`src/rtl/mif_cfg.svh`:
```
// Purpose: Register indices, field positions, reset values and timing counts of the motion interrupt block
// Assumes: 32-bit register bus; byte address of a register is four times its index
// Notes:   Definitions only
`ifndef MIF_CFG_SVH
`define MIF_CFG_SVH

// Register indices
`define MIF_IDX_THR_X      6'h20
`define MIF_IDX_THR_Y      6'h21
`define MIF_IDX_THR_Z      6'h22
`define MIF_IDX_STREAM_SEL 6'h23
`define MIF_IDX_FRAME_SYNC_INPUT_STAT 6'h36
`define MIF_IDX_PIN_CFG    6'h37
`define MIF_IDX_SRC_EN     6'h38
`define MIF_IDX_MP_STAT    6'h39
`define MIF_IDX_MAIN_STAT  6'h3A

// Stream select fields
`define MIF_SEL_TEMP  7
`define MIF_SEL_GX    6
`define MIF_SEL_GY    5
`define MIF_SEL_GZ    4
`define MIF_SEL_ACCEL 3

// Pin configuration fields
`define MIF_PIN_POL     7
`define MIF_PIN_OPEN    6
`define MIF_PIN_LATCH   5
`define MIF_PIN_RDCLR   4
`define MIF_PIN_FS_POL  3
`define MIF_PIN_FS_EN   2

// Source enable fields
`define MIF_EN_WOM_HI 7
`define MIF_EN_WOM_LO 5
`define MIF_EN_OVF    4
`define MIF_EN_GDRV   2
`define MIF_EN_MP     1
`define MIF_EN_DRDY   0
`define MIF_WOM_ON    3'h7

// Main status fields and frame-sync status flag
`define MIF_ST_OVF  4
`define MIF_ST_GDRV 2
`define MIF_ST_MP   1
`define MIF_ST_DRDY 0
`define MIF_FS_FLAG 7

// Reset values
`define MIF_RST_BYTE 8'h00

// AXI responses
`define MIF_RESP_OKAY   2'h0
`define MIF_RESP_SLVERR 2'h2

// Timing
`define MIF_CLK_PERIOD_NS 20
`define MIF_PULSE_NS      50000
`define MIF_PULSE_CYC     (`MIF_PULSE_NS / `MIF_CLK_PERIOD_NS)

`endif

```
`src/rtl/mif_pkg.sv`:
```
// Purpose: Types shared by the motion interrupt block
// Assumes: Constants live in mif_cfg.svh
// Notes:   One-hot state codes
package mif_pkg;

  typedef enum logic [1:0] {
    MIF_SER_IDLE = 2'h1,
    MIF_SER_EMIT = 2'h2
  } mif_ser_state_type;

  typedef logic [15:0] mif_word_type;

endpackage

```
`src/rtl/mif_top.sv`:
```
// Purpose: Motion sensor interrupt, wake-on-motion and sample buffer stream configuration
// Assumes: All inputs synchronous to REF_CLK; buffer and sensors live outside
// Notes:   Registers over AXI4-Lite, byte address = 4 * index
// Function
// - Three 8-bit writable wake-on-motion thresholds, one per accelerometer axis.
// - Temperature enable bit appends temperature high and low bytes each sample.
// - Gyro X, Y, Z enable bits each append that axis's two bytes.
// - Enabled streams are buffered even when their measurement path is in standby.
// - Accelerometer enable bit appends all six accelerometer bytes each sample.
// - Frame-sync status bit sets on frame-sync interrupt, clears on read.
// - Polarity bit: one makes interrupt pin active low, zero active high.
// - Drive bit: one makes interrupt pin open drain, zero push-pull.
// - Latch bit holds pin until status cleared, else emits 50us pulse.
// - Clear-policy bit lets any read clear status, else each status register clears only on a read of itself.
// - Frame-sync polarity bit selects active low or active high input.
// - Frame-sync enable lets a transition to active level raise an interrupt.
// - Wake-on-motion enabled only by code 111, disabled by 000.
// - Overflow enable bit gates buffer overflow onto the interrupt pin.
// - Gyro drive-ready enable bit gates that interrupt onto the pin.
// - Motion-processor and data-ready enable bits gate their interrupts onto the pin.
// - Six motion-processor flags in a status register, cleared by reading it.
// - Main status overflow bit sets on overflow, clears on read.
// - Main status data-ready bit sets on data ready, clears on read.
// - Wake-on-motion shows as 111 in main status upper bits, cleared on read.
`timescale 1ns/1ps
`default_nettype none
`include "mif_cfg.svh"

module mif_top #(
  parameter int PULSE_CYC = `MIF_PULSE_CYC
) (
  input  wire logic        REF_CLK,
  input  wire logic        RESET,
  input  wire logic [7:0]  S_AXI_AWADDR,
  input  wire logic        S_AXI_AWVALID,
  output logic             S_AXI_AWREADY,
  input  wire logic [31:0] S_AXI_WDATA,
  input  wire logic [3:0]  S_AXI_WSTRB,
  input  wire logic        S_AXI_WVALID,
  output logic             S_AXI_WREADY,
  output logic [1:0]       S_AXI_BRESP,
  output logic             S_AXI_BVALID,
  input  wire logic        S_AXI_BREADY,
  input  wire logic [7:0]  S_AXI_ARADDR,
  input  wire logic        S_AXI_ARVALID,
  output logic             S_AXI_ARREADY,
  output logic [31:0]      S_AXI_RDATA,
  output logic [1:0]       S_AXI_RRESP,
  output logic             S_AXI_RVALID,
  input  wire logic        S_AXI_RREADY,
  input  wire logic        SAMPLE_STROBE,
  input  wire logic [15:0] ACCEL_X,
  input  wire logic [15:0] ACCEL_Y,
  input  wire logic [15:0] ACCEL_Z,
  input  wire logic [15:0] TEMP_DATA,
  input  wire logic [15:0] GYRO_X,
  input  wire logic [15:0] GYRO_Y,
  input  wire logic [15:0] GYRO_Z,
  input  wire logic        BUF_OVERFLOW,
  input  wire logic        GYRO_DRIVE_READY,
  input  wire logic [5:0]  MOTION_PROCESSOR_EVENTS,
  input  wire logic        FRAME_SYNC_INPUT,
  output logic             BUF_WR_VALID,
  output logic [7:0]       BUF_WR_DATA,
  output logic             IRQ_OUTPUT_PIN_O,
  output logic             IRQ_OUTPUT_PIN_OE
);

  // Register file
  logic [7:0] motion_thresh_q [3];
  logic [7:0] stream_sel_q;
  logic [7:2] pin_cfg_q;
  logic [2:0] motion_wake_irq_enable_q;
  logic [4:0] src_en_low_q;
  logic       frame_sync_irq_flag_q;
  logic [5:0] motion_processor_irq_flags_q;
  logic       motion_wake_irq_flag_q;
  logic       overflow_irq_flag_q;
  logic       gyro_drive_flag_q;
  logic       mp_flag_q;
  logic       data_ready_flag_q;

  // Bus state
  logic       aw_got_q;
  logic       w_got_q;
  logic [5:0] wr_idx_q;
  logic [7:0] wr_byte_q;
  logic       wr_lane_q;
  logic       wr_go;
  logic       wr_hit;
  logic       rd_hs;
  logic [5:0] rd_idx;
  logic [7:0] rd_byte;
  logic       rd_hit;

  // Event and pin state
  logic        frame_sync_prev_q;
  logic        frame_sync_active;
  logic        frame_sync_set;
  logic        motion_wake_set;
  logic        motion_wake_on;
  logic        rd_clear_any;
  logic        clr_main;
  logic        clr_frame_sync_input;
  logic        clr_mp;
  logic        irq_pending;
  logic        irq_new_event;
  logic        irq_active;
  logic        irq_level;
  logic [15:0] pulse_cnt_q;
  logic [15:0] accel_prev_q [3];
  logic        accel_prev_valid_q;
  logic [2:0]  axis_over;

  // Serializer state
  mif_pkg::mif_ser_state_type state_q;
  mif_pkg::mif_word_type      words_q [7];
  logic [6:0]                 mask_q;
  logic                       half_q;
  logic [2:0]                 next_idx;
  logic                       mask_any;

  // ---------------- AXI4-Lite write path ----------------
  assign wr_go = aw_got_q & w_got_q & ~S_AXI_BVALID;

  always_comb begin
    unique case (wr_idx_q)
      `MIF_IDX_THR_X, `MIF_IDX_THR_Y, `MIF_IDX_THR_Z, `MIF_IDX_STREAM_SEL,
      `MIF_IDX_FRAME_SYNC_INPUT_STAT, `MIF_IDX_PIN_CFG, `MIF_IDX_SRC_EN, `MIF_IDX_MP_STAT,
      `MIF_IDX_MAIN_STAT: wr_hit = 1'b1;
      default: wr_hit = 1'b0;
    endcase
  end

  always_ff @(posedge REF_CLK) begin
    if (RESET) begin
      S_AXI_AWREADY <= 1'b1;
      aw_got_q      <= 1'b0;
      wr_idx_q      <= 6'h00;
    end else if (S_AXI_AWVALID && S_AXI_AWREADY) begin
      S_AXI_AWREADY <= 1'b0;
      aw_got_q      <= 1'b1;
      wr_idx_q      <= S_AXI_AWADDR[7:2];
    end else if (wr_go) begin
      aw_got_q <= 1'b0;
    end else if (S_AXI_BVALID && S_AXI_BREADY) begin
      S_AXI_AWREADY <= 1'b1;
    end
  end

  always_ff @(posedge REF_CLK) begin
    if (RESET) begin
      S_AXI_WREADY <= 1'b1;
      w_got_q      <= 1'b0;
      wr_byte_q    <= 8'h00;
      wr_lane_q    <= 1'b0;
    end else if (S_AXI_WVALID && S_AXI_WREADY) begin
      S_AXI_WREADY <= 1'b0;
      w_got_q      <= 1'b1;
      wr_byte_q    <= S_AXI_WDATA[7:0];
      wr_lane_q    <= S_AXI_WSTRB[0];
    end else if (wr_go) begin
      w_got_q <= 1'b0;
    end else if (S_AXI_BVALID && S_AXI_BREADY) begin
      S_AXI_WREADY <= 1'b1;
    end
  end

  always_ff @(posedge REF_CLK) begin
    if (RESET) begin
      S_AXI_BVALID <= 1'b0;
      S_AXI_BRESP  <= `MIF_RESP_OKAY;
    end else if (wr_go) begin
      S_AXI_BVALID <= 1'b1;
      S_AXI_BRESP  <= wr_hit ? `MIF_RESP_OKAY : `MIF_RESP_SLVERR;
    end else if (S_AXI_BREADY) begin
      S_AXI_BVALID <= 1'b0;
    end
  end

  // Writable registers; status registers ignore writes
  always_ff @(posedge REF_CLK) begin
    if (RESET) begin
      motion_thresh_q[0]       <= `MIF_RST_BYTE;
      motion_thresh_q[1]       <= `MIF_RST_BYTE;
      motion_thresh_q[2]       <= `MIF_RST_BYTE;
      stream_sel_q             <= `MIF_RST_BYTE;
      pin_cfg_q                <= 6'h00;
      motion_wake_irq_enable_q <= 3'h0;
      src_en_low_q             <= 5'h00;
    end else if (wr_go && wr_lane_q) begin
      unique case (wr_idx_q)
        `MIF_IDX_THR_X:      motion_thresh_q[0] <= wr_byte_q;
        `MIF_IDX_THR_Y:      motion_thresh_q[1] <= wr_byte_q;
        `MIF_IDX_THR_Z:      motion_thresh_q[2] <= wr_byte_q;
        `MIF_IDX_STREAM_SEL: stream_sel_q       <= {wr_byte_q[7:3], 3'h0};
        `MIF_IDX_PIN_CFG:    pin_cfg_q          <= wr_byte_q[7:2];
        `MIF_IDX_SRC_EN: begin
          motion_wake_irq_enable_q <= wr_byte_q[`MIF_EN_WOM_HI:`MIF_EN_WOM_LO];
          src_en_low_q             <= wr_byte_q[4:0];
        end
        default: ;
      endcase
    end
  end

  // ---------------- AXI4-Lite read path ----------------
  assign rd_hs  = S_AXI_ARVALID & S_AXI_ARREADY;
  assign rd_idx = S_AXI_ARADDR[7:2];

  always_comb begin
    rd_byte = 8'h00;
    rd_hit  = 1'b1;
    unique case (rd_idx)
      `MIF_IDX_THR_X:      rd_byte = motion_thresh_q[0];
      `MIF_IDX_THR_Y:      rd_byte = motion_thresh_q[1];
      `MIF_IDX_THR_Z:      rd_byte = motion_thresh_q[2];
      `MIF_IDX_STREAM_SEL: rd_byte = stream_sel_q;
      `MIF_IDX_FRAME_SYNC_INPUT_STAT: rd_byte = {frame_sync_irq_flag_q, 7'h00};
      `MIF_IDX_PIN_CFG:    rd_byte = {pin_cfg_q, 2'h0};
      `MIF_IDX_SRC_EN:     rd_byte = {motion_wake_irq_enable_q, src_en_low_q};
      `MIF_IDX_MP_STAT:    rd_byte = {2'h0, motion_processor_irq_flags_q};
      `MIF_IDX_MAIN_STAT:  rd_byte = {{3{motion_wake_irq_flag_q}}, overflow_irq_flag_q, 1'b0,
                                      gyro_drive_flag_q, mp_flag_q, data_ready_flag_q};
      default:             rd_hit  = 1'b0;
    endcase
  end

  always_ff @(posedge REF_CLK) begin
    if (RESET) begin
      S_AXI_ARREADY <= 1'b1;
      S_AXI_RVALID  <= 1'b0;
      S_AXI_RDATA   <= 32'h00000000;
      S_AXI_RRESP   <= `MIF_RESP_OKAY;
    end else if (rd_hs) begin
      S_AXI_ARREADY <= 1'b0;
      S_AXI_RVALID  <= 1'b1;
      S_AXI_RDATA   <= {24'h000000, rd_byte};
      S_AXI_RRESP   <= rd_hit ? `MIF_RESP_OKAY : `MIF_RESP_SLVERR;
    end else if (S_AXI_RVALID && S_AXI_RREADY) begin
      S_AXI_ARREADY <= 1'b1;
      S_AXI_RVALID  <= 1'b0;
    end
  end

  // ---------------- Status flags ----------------
  // A read clears the value it returned; an event in the same cycle survives
  assign rd_clear_any = rd_hs & pin_cfg_q[`MIF_PIN_RDCLR];
  assign clr_main     = rd_clear_any | (rd_hs & (rd_idx == `MIF_IDX_MAIN_STAT));
  assign clr_frame_sync_input    = rd_clear_any | (rd_hs & (rd_idx == `MIF_IDX_FRAME_SYNC_INPUT_STAT));
  assign clr_mp       = rd_clear_any | (rd_hs & (rd_idx == `MIF_IDX_MP_STAT));

  assign frame_sync_active = FRAME_SYNC_INPUT ^ pin_cfg_q[`MIF_PIN_FS_POL];
  assign frame_sync_set    = pin_cfg_q[`MIF_PIN_FS_EN] & frame_sync_active
                             & ~frame_sync_prev_q;

  always_ff @(posedge REF_CLK) begin
    if (RESET) begin
      frame_sync_prev_q <= 1'b1;
    end else begin
      frame_sync_prev_q <= frame_sync_active;
    end
  end

  always_ff @(posedge REF_CLK) begin
    if (RESET) begin
      frame_sync_irq_flag_q <= 1'b0;
    end else begin
      frame_sync_irq_flag_q <= frame_sync_set | (frame_sync_irq_flag_q & ~clr_frame_sync_input);
    end
  end

  always_ff @(posedge REF_CLK) begin
    if (RESET) begin
      motion_processor_irq_flags_q <= 6'h00;
    end else begin
      motion_processor_irq_flags_q <= MOTION_PROCESSOR_EVENTS
                                      | (motion_processor_irq_flags_q & ~{6{clr_mp}});
    end
  end

  always_ff @(posedge REF_CLK) begin
    if (RESET) begin
      motion_wake_irq_flag_q <= 1'b0;
      overflow_irq_flag_q    <= 1'b0;
      gyro_drive_flag_q      <= 1'b0;
      mp_flag_q              <= 1'b0;
      data_ready_flag_q      <= 1'b0;
    end else begin
      motion_wake_irq_flag_q <= motion_wake_set | (motion_wake_irq_flag_q & ~clr_main);
      overflow_irq_flag_q    <= BUF_OVERFLOW | (overflow_irq_flag_q & ~clr_main);
      gyro_drive_flag_q      <= GYRO_DRIVE_READY | (gyro_drive_flag_q & ~clr_main);
      mp_flag_q              <= (|MOTION_PROCESSOR_EVENTS) | (mp_flag_q & ~clr_main);
      data_ready_flag_q      <= SAMPLE_STROBE | (data_ready_flag_q & ~clr_main);
    end
  end

  // ---------------- Wake on motion ----------------
  // Other codes than all-ones count as disabled
  assign motion_wake_on = (motion_wake_irq_enable_q == `MIF_WOM_ON);

  always_comb begin
    logic signed [16:0] diff;
    logic        [16:0] mag;
    diff      = 17'sh00000;
    mag       = 17'h00000;
    axis_over = 3'h0;
    for (int i = 0; i < 3; i++) begin
      diff = 17'($signed(words_in(i))) - 17'($signed(accel_prev_q[i]));
      mag  = diff[16] ? 17'(-diff) : 17'(diff);
      axis_over[i] = (mag > {9'h000, motion_thresh_q[i]});
    end
  end

  function automatic logic [15:0] words_in(input int axis);
    unique case (axis)
      0:       words_in = ACCEL_X;
      1:       words_in = ACCEL_Y;
      default: words_in = ACCEL_Z;
    endcase
  endfunction

  assign motion_wake_set = SAMPLE_STROBE & accel_prev_valid_q & motion_wake_on & (|axis_over);

  // First sample after reset has no reference and raises no event
  always_ff @(posedge REF_CLK) begin
    if (RESET) begin
      accel_prev_q[0]    <= 16'h0000;
      accel_prev_q[1]    <= 16'h0000;
      accel_prev_q[2]    <= 16'h0000;
      accel_prev_valid_q <= 1'b0;
    end else if (SAMPLE_STROBE) begin
      accel_prev_q[0]    <= ACCEL_X;
      accel_prev_q[1]    <= ACCEL_Y;
      accel_prev_q[2]    <= ACCEL_Z;
      accel_prev_valid_q <= 1'b1;
    end
  end

  // ---------------- Interrupt pin ----------------
  assign irq_pending = (motion_wake_irq_flag_q & motion_wake_on)
                     | (overflow_irq_flag_q & src_en_low_q[`MIF_EN_OVF])
                     | (gyro_drive_flag_q & src_en_low_q[`MIF_EN_GDRV])
                     | (mp_flag_q & src_en_low_q[`MIF_EN_MP])
                     | (data_ready_flag_q & src_en_low_q[`MIF_EN_DRDY])
                     | frame_sync_irq_flag_q;

  assign irq_new_event = (motion_wake_set & motion_wake_on)
                       | (BUF_OVERFLOW & src_en_low_q[`MIF_EN_OVF])
                       | (GYRO_DRIVE_READY & src_en_low_q[`MIF_EN_GDRV])
                       | ((|MOTION_PROCESSOR_EVENTS) & src_en_low_q[`MIF_EN_MP])
                       | (SAMPLE_STROBE & src_en_low_q[`MIF_EN_DRDY])
                       | frame_sync_set;

  // Pulse restarts on each new event, so bursts stretch one pulse
  always_ff @(posedge REF_CLK) begin
    if (RESET) begin
      pulse_cnt_q <= 16'h0000;
    end else if (irq_new_event) begin
      pulse_cnt_q <= 16'(PULSE_CYC);
    end else if (pulse_cnt_q != 16'h0000) begin
      pulse_cnt_q <= pulse_cnt_q - 16'h0001;
    end
  end

  assign irq_active = pin_cfg_q[`MIF_PIN_LATCH] ? irq_pending : (pulse_cnt_q != 16'h0000);
  assign irq_level  = irq_active ^ pin_cfg_q[`MIF_PIN_POL];

  // Open drain only pulls low; a high level releases the pin
  always_ff @(posedge REF_CLK) begin
    if (RESET) begin
      IRQ_OUTPUT_PIN_O  <= 1'b0;
      IRQ_OUTPUT_PIN_OE <= 1'b1;
    end else if (pin_cfg_q[`MIF_PIN_OPEN]) begin
      IRQ_OUTPUT_PIN_O  <= 1'b0;
      IRQ_OUTPUT_PIN_OE <= ~irq_level;
    end else begin
      IRQ_OUTPUT_PIN_O  <= irq_level;
      IRQ_OUTPUT_PIN_OE <= 1'b1;
    end
  end

  // ---------------- Sample buffer serializer ----------------
  // Word order: accel X, Y, Z, temperature, gyro X, Y, Z; high byte first.
  // Streams are not gated by sensor standby: the selected bytes are always sent.
  always_comb begin
    next_idx = 3'h0;
    for (int i = 6; i >= 0; i--) begin
      if (mask_q[i]) begin
        next_idx = 3'(i);
      end
    end
  end

  assign mask_any = |mask_q;

  // A strobe while a frame is still being sent is dropped
  always_ff @(posedge REF_CLK) begin
    if (RESET) begin
      state_q      <= mif_pkg::MIF_SER_IDLE;
      mask_q       <= 7'h00;
      half_q       <= 1'b0;
      BUF_WR_VALID <= 1'b0;
      BUF_WR_DATA  <= 8'h00;
      for (int i = 0; i < 7; i++) begin
        words_q[i] <= 16'h0000;
      end
    end else begin
      unique case (state_q)
        mif_pkg::MIF_SER_IDLE: begin
          BUF_WR_VALID <= 1'b0;
          half_q       <= 1'b0;
          if (SAMPLE_STROBE) begin
            words_q[0] <= ACCEL_X;
            words_q[1] <= ACCEL_Y;
            words_q[2] <= ACCEL_Z;
            words_q[3] <= TEMP_DATA;
            words_q[4] <= GYRO_X;
            words_q[5] <= GYRO_Y;
            words_q[6] <= GYRO_Z;
            mask_q     <= {stream_sel_q[`MIF_SEL_GZ], stream_sel_q[`MIF_SEL_GY],
                           stream_sel_q[`MIF_SEL_GX], stream_sel_q[`MIF_SEL_TEMP],
                           {3{stream_sel_q[`MIF_SEL_ACCEL]}}};
            state_q    <= mif_pkg::MIF_SER_EMIT;
          end
        end
        mif_pkg::MIF_SER_EMIT: begin
          if (mask_any) begin
            BUF_WR_VALID <= 1'b1;
            BUF_WR_DATA  <= half_q ? words_q[next_idx][7:0] : words_q[next_idx][15:8];
            half_q       <= ~half_q;
            if (half_q) begin
              mask_q[next_idx] <= 1'b0;
            end
          end else begin
            BUF_WR_VALID <= 1'b0;
            state_q      <= mif_pkg::MIF_SER_IDLE;
          end
        end
        default: state_q <= mif_pkg::MIF_SER_IDLE;
      endcase
    end
  end

endmodule
`default_nettype wire

```
`config.mk`:
```
export PLATFORM = sky130hd
export DESIGN_NAME = mif_top
export DESIGN_NICKNAME = d
export VERILOG_FILES = /design/src/rtl/mif_pkg.sv /design/src/rtl/mif_top.sv
export VERILOG_INCLUDE_DIRS = /design/src /design/src/rtl
export SDC_FILE = /design/constraint.sdc
export NUM_CORES = 1
export LEC_CHECK = 0
export BUFFER_PORTS_ARGS = -buffer_cell sky130_fd_sc_hd__buf_2
export CAP_MARGIN = 5
export CORE_UTILIZATION = 45
export DETAILED_ROUTE_END_ITERATION = 7
export PLACE_DENSITY = 0.74
export SYNTH_ARGS = -nofsm -noshare
export SYNTH_HDL_FRONTEND = slang
export SYNTH_SLANG_ARGS = --single-unit
```
`constraint.sdc`:
```
create_clock -name REF_CLK -period 6.41 [get_ports REF_CLK]
set_input_delay 0.3205 -clock REF_CLK [delete_from_list [all_inputs] [get_ports REF_CLK]]
set_output_delay 0.3205 -clock REF_CLK [all_outputs]
set_load 0.03 [all_outputs]
```
Word level (Yosys, flattened, before mapping). Memories as Yosys holds them, arrays and structs flattened. Index checks and enable logic that the tools add are counted.

Input port bits: 181. Word-level logic and storage cells: 261. Bits in registers: 104. Bits in writable memories: 184. Memories: 3. Output and inout port bits: 52.

Memories: words_q (depth 7, width 16, rd ports 1, clocked after memory_dff 0, write ports 7, RTL line mif_top.sv:117) `mif_pkg::mif_word_type words_q [7];`; accel_prev_q (depth 3, width 16, rd ports 3, clocked after memory_dff 0, write ports 3, RTL line mif_top.sv:111) `logic [15:0] accel_prev_q [3];`; motion_thresh_q (depth 3, width 8, rd ports 3, clocked after memory_dff 0, write ports 3, RTL line mif_top.sv:70) `logic [7:0] motion_thresh_q [3];`.

Bitwise gates (word level): 74. Reductions and logical operators: 32. $add $sub $neg: 7. Muxes and demuxes: 78. Magnitude comparators: 5. Eq/ne operators: 27.

Operators by type and width (number): 16-bit 2-to-1 mux (10); 6-bit equality test (second input constant) (18); 8-bit case mux with 9 select lines (1); 17-bit by 8-bit greater-than comparator with 1-bit output (3); 17-bit 2-to-1 mux (3); 17-bit negator (3); 16-bit by 16-bit subtractor with 17-bit output (3); 1-bit 2-to-1 mux (39); 8-bit 2-to-1 mux (4); 1-bit OR (32); 1-bit bitwise AND (28); 12-bit 2-to-1 mux (2); 3-bit 2-to-1 mux (7); 7-bit 2-to-1 mux (3); 9-bit OR reduction (2); 2-bit AND reduction (8); 16-bit nonzero test (1); 2-bit nonzero test (8); 16-bit by 1-bit subtractor with 16-bit output (second input constant) (1); 7-bit case mux with 2 select lines (1); 2-bit 2-to-1 mux (4); 2-bit inequality test (second input constant) (4); 7-bit bitwise AND (1); 1-bit inverter (7); 20 further kinds (30).

Depth between registers and ports, before layout.
Word-level depth: 16. Gate-level depth with buffers: 23.

Worst setup path after synthesis. No wires, ideal clock.

Kind: flip-flop to flip-flop. Start: memory accel_prev_q[2][0], in the netlist accel_prev_q[0][32]. End: register pulse_cnt_q[3]. Setup time: 0.100 ns. Setup slack: 1.005 ns. Path buffers: 1. Data arrival time: 5.305 ns. Stages on the path, launching flop included: 23. Path through: edfxtp_1 -> ha_1 -> inv_1 -> fa_1 -> a21oi_1 -> o211ai_1 -> a221oi_1 -> o32ai_1 -> buf_2 -> nor2_1 -> xnor2_1 -> ha_1 -> a21oi_1 -> o21ai_0 -> o31ai_1 -> a22oi_1 -> or4_1 -> a221o_1 -> a211oi_1 -> nand4_1 -> or4_4 -> o31a_4 -> a2111oi_4.

RTL lines: start, declared (RTL line mif_top.sv:111); end signal, assigned (RTL line mif_top.sv:360) `pulse_cnt_q <= 16'(PULSE_CYC);`; end signal, assigned (RTL line mif_top.sv:362) `pulse_cnt_q <= pulse_cnt_q - 16'h0001;`; end, declared (RTL line mif_top.sv:110) `logic [15:0] pulse_cnt_q;`.

==> run summary <==
Outcome = finished, final reports clean
Net count, final = 2199
Fillers = 3361
Setup_tns = 0 ns
Psw = 1.719 mW
WHS Endpoint = wr_byte_q[0]
Via-to-Cell Ratio = 5.737
Worst skew pair latency = 0.57 ns
CTS H-tree depth = 1
Hold path start = S_AXI_WDATA[0]
Growth of design area from synthesis to finish = 14.01%
Worst reg2reg path depth = 21
First-pass GRT wire length = 72260 um
Power Density = 278.3 nW/um^2
Least-Margin Pin Slew = 1.180 ns
Detailed-route via count = 14150
Setup Buffers After CTS = 0
Max_slew headroom = 21.32%
Hold crit path type = primary input to flip-flop
Post-synthesis mux area share = 3.431%
Hold depth = 3
Hold_ws = 0.02461 ns
Synthesized area = 16960 um^2
Worst Setup Start Kind = flip-flop
Most common cell after layout, fill and taps aside = edfxtp_1
MaxCap Viol Count = 0
F_max = 0.1672 GHz
DR iter-0 viols = 975
CTS Root Buffer Type = clkbuf_16
Worst Clk Skew = 0.01361 ns
Post-Synth Simple-Gate Area = 20.21%
Routed WL = 46370 um
Total GRT Usage = 23.63%
GP Congestion = 0.8768
Largest net degree at the start of global routing = 100
Launching point of the worst reg2reg path = accel_prev_q[0][0]
Int Power = 3.661 mW
Core area = 36870 um^2
Worst r2r dst = pulse_cnt_q[3]
Die X = 196.1 um
Peak supply drop = 0.2438 mV
PortBufs = 175
Cell row count = 70
Sw frac = 31.95%
Post-DP HPWL = 34130 um
Number of flops mapped to enable cells by yosys = 184
Ports = 233
Post-synthesis xor/xnor area fraction = 2.841%
Most frequent cells in the layout = edfxtp_1, buf_2, nand2_1
CTS max path bufs = 3
Post-synth ARST share = 0%
CTS Sinks = 286
Minimum clock period = 5.981 ns
Reg power frac = 41.3%
Final setup viols = 0
Crit path kind = flip-flop to flip-flop
Drt wl/cell = 18.81 um
Crit share post-route = 93.30%
Power Total = 5.381 mW
Crit end category = flip-flop
Cell variety after synth = 86
Final Slew Violations = 0
Synth Area in Compound Gates = 17.33%
RSZ-0062 raised after global routing = false
Post-Synthesis Cells = 1781
Share of cells above drive strength 1 = 14.18%
Area taken by multi-input logic gates = 8603 um^2
Mapped Avg Cell Area = 9.521 um^2
Clk pwr share = 31.4%
Leak = 8.191 nW
Starting Density = 45.99%
Hold Violations, Final = 0
GRT Residual Overflow = 0
Sequential cell area = 7567 um^2
Flops & latches, synth = 286
Vias in the first global route = 13350
Critical Path RT = 6.88 ns
Die area = 38460 um^2
Final ANT Viol Nets = 0
CP Max Fanout = 5
Clock Pin Slew Worst Setup and Hold Paths = 0.06 ns
Main combinational cell family by area after synthesis = simple AND/OR/NAND/NOR gates
CTS tree = built
Data arrival, critical path = 6.45 ns
Initial antenna violation count = 0
Seq/Total Area, Yosys = 44.63%
Drc violations = 0
Yosys warns = 0
Combinational fraction of design power = 27.3%
Num CTS Buffers = 31
Fin util = 52.43%
Synth Flop Type = edfxtp_1
R2r setup slk = 0.43 ns
Die height = 196.1 um
Synth Area in Adders = 6.110%
DR pass1 iterations = 7
-- sequential cells by signal, indices dropped and copies added, names as in the netlist, 3 cells and up --
register	flops
src_en_low_q	5
S_AXI_RDATA	8
motion_wake_irq_enable_q	3
motion_processor_irq_flags_q	6
wr_idx_q	6
words_q	112
wr_byte_q	8
pin_cfg_q	6
stream_sel_q	5
mask_q	7
pulse_cnt_q	16
motion_thresh_q	24
BUF_WR_DATA	8
accel_prev_q	48
-- final cells by class --
| class | count | area share, % |
|---|---|---|
| antenna | 1 | 0.01294 |
| clock buffer | 43 | 4.511 |
| clock inverter | 14 | 0.3948 |
| inverter | 99 | 1.922 |
| multi-input combinational | 1306 | 44.50 |
| sequential | 286 | 39.14 |
| tap | 504 | 3.262 |
| timing repair buffer | 213 | 6.252 |
-- kinds of logic after synthesis --
family,Yosys count
adders and majority gates,81
muxes,54
buffers and inverters,214
other,1
AOI/OAI and AO/OA,440
DFF,286
xor gates and xnor gates,55
and+or+nand+nor,650
-- timing repair --
action,CTS,global route
setup endpoints to repair,0,3
gates resized for setup,0,1
hold buffers,18,0
hold endpoints to repair,18,0
-- worst max-delay path by stage --
| stage | start | endpoint | depth (start not counted) |
|---|---|---|---|
| floorplan | accel_prev_q[0][32] | pulse_cnt_q[3] | 22 |
| CTS | accel_prev_q[0][32] | pulse_cnt_q[3] | 21 |
| global route | accel_prev_q[0][23] | pulse_cnt_q[3] | 21 |
| finish | accel_prev_q[0][0] | pulse_cnt_q[3] | 21 |
| global placement | ACCEL_X[0] | pulse_cnt_q[3] | 22 |
| detailed placement | ACCEL_Z[0] | pulse_cnt_q[3] | 23 |
-- Yosys cell counts (8+ instances only) --
cell type	number	area, um^2
edfxtp_1	184	5525
nand2_1	140	525.5
a21oi_1	128	640.6
nor2_1	128	480.5
and3_1	124	775.7
dfxtp_1	102	2042
inv_1	99	371.6
clkbuf_1	81	304.0
o21ai_0	79	395.4
ha_1	78	975.9
and2_1	74	462.9
mux2i_1	48	480.5
nor2b_1	36	225.2
nor3_1	35	175.2
a22oi_1	33	247.7
xnor2_1	33	289.0
nand3_1	28	140.1
buf_4	26	195.2
o211ai_1	23	172.7
a21o_1	22	165.2
xor2_1	22	192.7
nand4_1	21	131.4
a221oi_1	20	175.2
a211oi_1	15	112.6
a31oi_1	12	75.07
o21a_1	12	90.09
nor4_1	10	62.56
o2111ai_1	10	87.58
o22ai_1	8	50.05
o31a_1	8	70.07
-- through the flow --
step | setup slack [ns] | cell area (um^2) | instances
global route | 0.1071 | 19330 | 2465
finish | 0.4292 | 19330 | 2466
global placement | 0.5354 | 18190 | 2390
floorplan | 1.005 | 17050 | 1806
detailed placement | 0.3445 | 18190 | 2390
CTS | 0.4546 | 19320 | 2465
-- per-layer routing --
layer	wire length (um)	track usage (%)	part of all wire, %	vias to the layer above
li1	-	-	-	6826
met1	20880	32.38	45	6793
met2	21590	39.22	47	456
met3	2607	2.544	5.6	73
met4	1295	7.292	2.8	0
met5	0	0	0	-
-- critical path, stage by stage, from the launching register on --
cell and delay, ns:
edfxtp_1 0.37, ha_1 0.22, fa_1 0.40, nor2b_1 0.24, o2111a_1 0.28, o211a_1 0.23
nor2_1 0.09, o41ai_2 0.45, a21oi_1 0.12, xnor2_1 0.37, ha_1 0.33, nand4_1 0.13
nor2_1 0.05, o21ai_0 0.14, a211oi_1 0.09, or4_1 0.57, a221o_1 0.29, a211oi_1 0.18
nand4_1 0.14, or4_4 0.57, o31a_4 0.34, a2111oi_4 0.28
-- power by group through the flow --
stage	clock, mW	sequential (mW)	combinational, mW
finish	1.69	2.22	1.47
CTS	1.72	2.22	1.45
global route	1.78	2.24	1.63
detailed placement	0	2.26	1.44
floorplan	0	2.25	1.08
global placement	0	2.25	1.40
No activity file was read; power rests on OpenSTA's default activity.
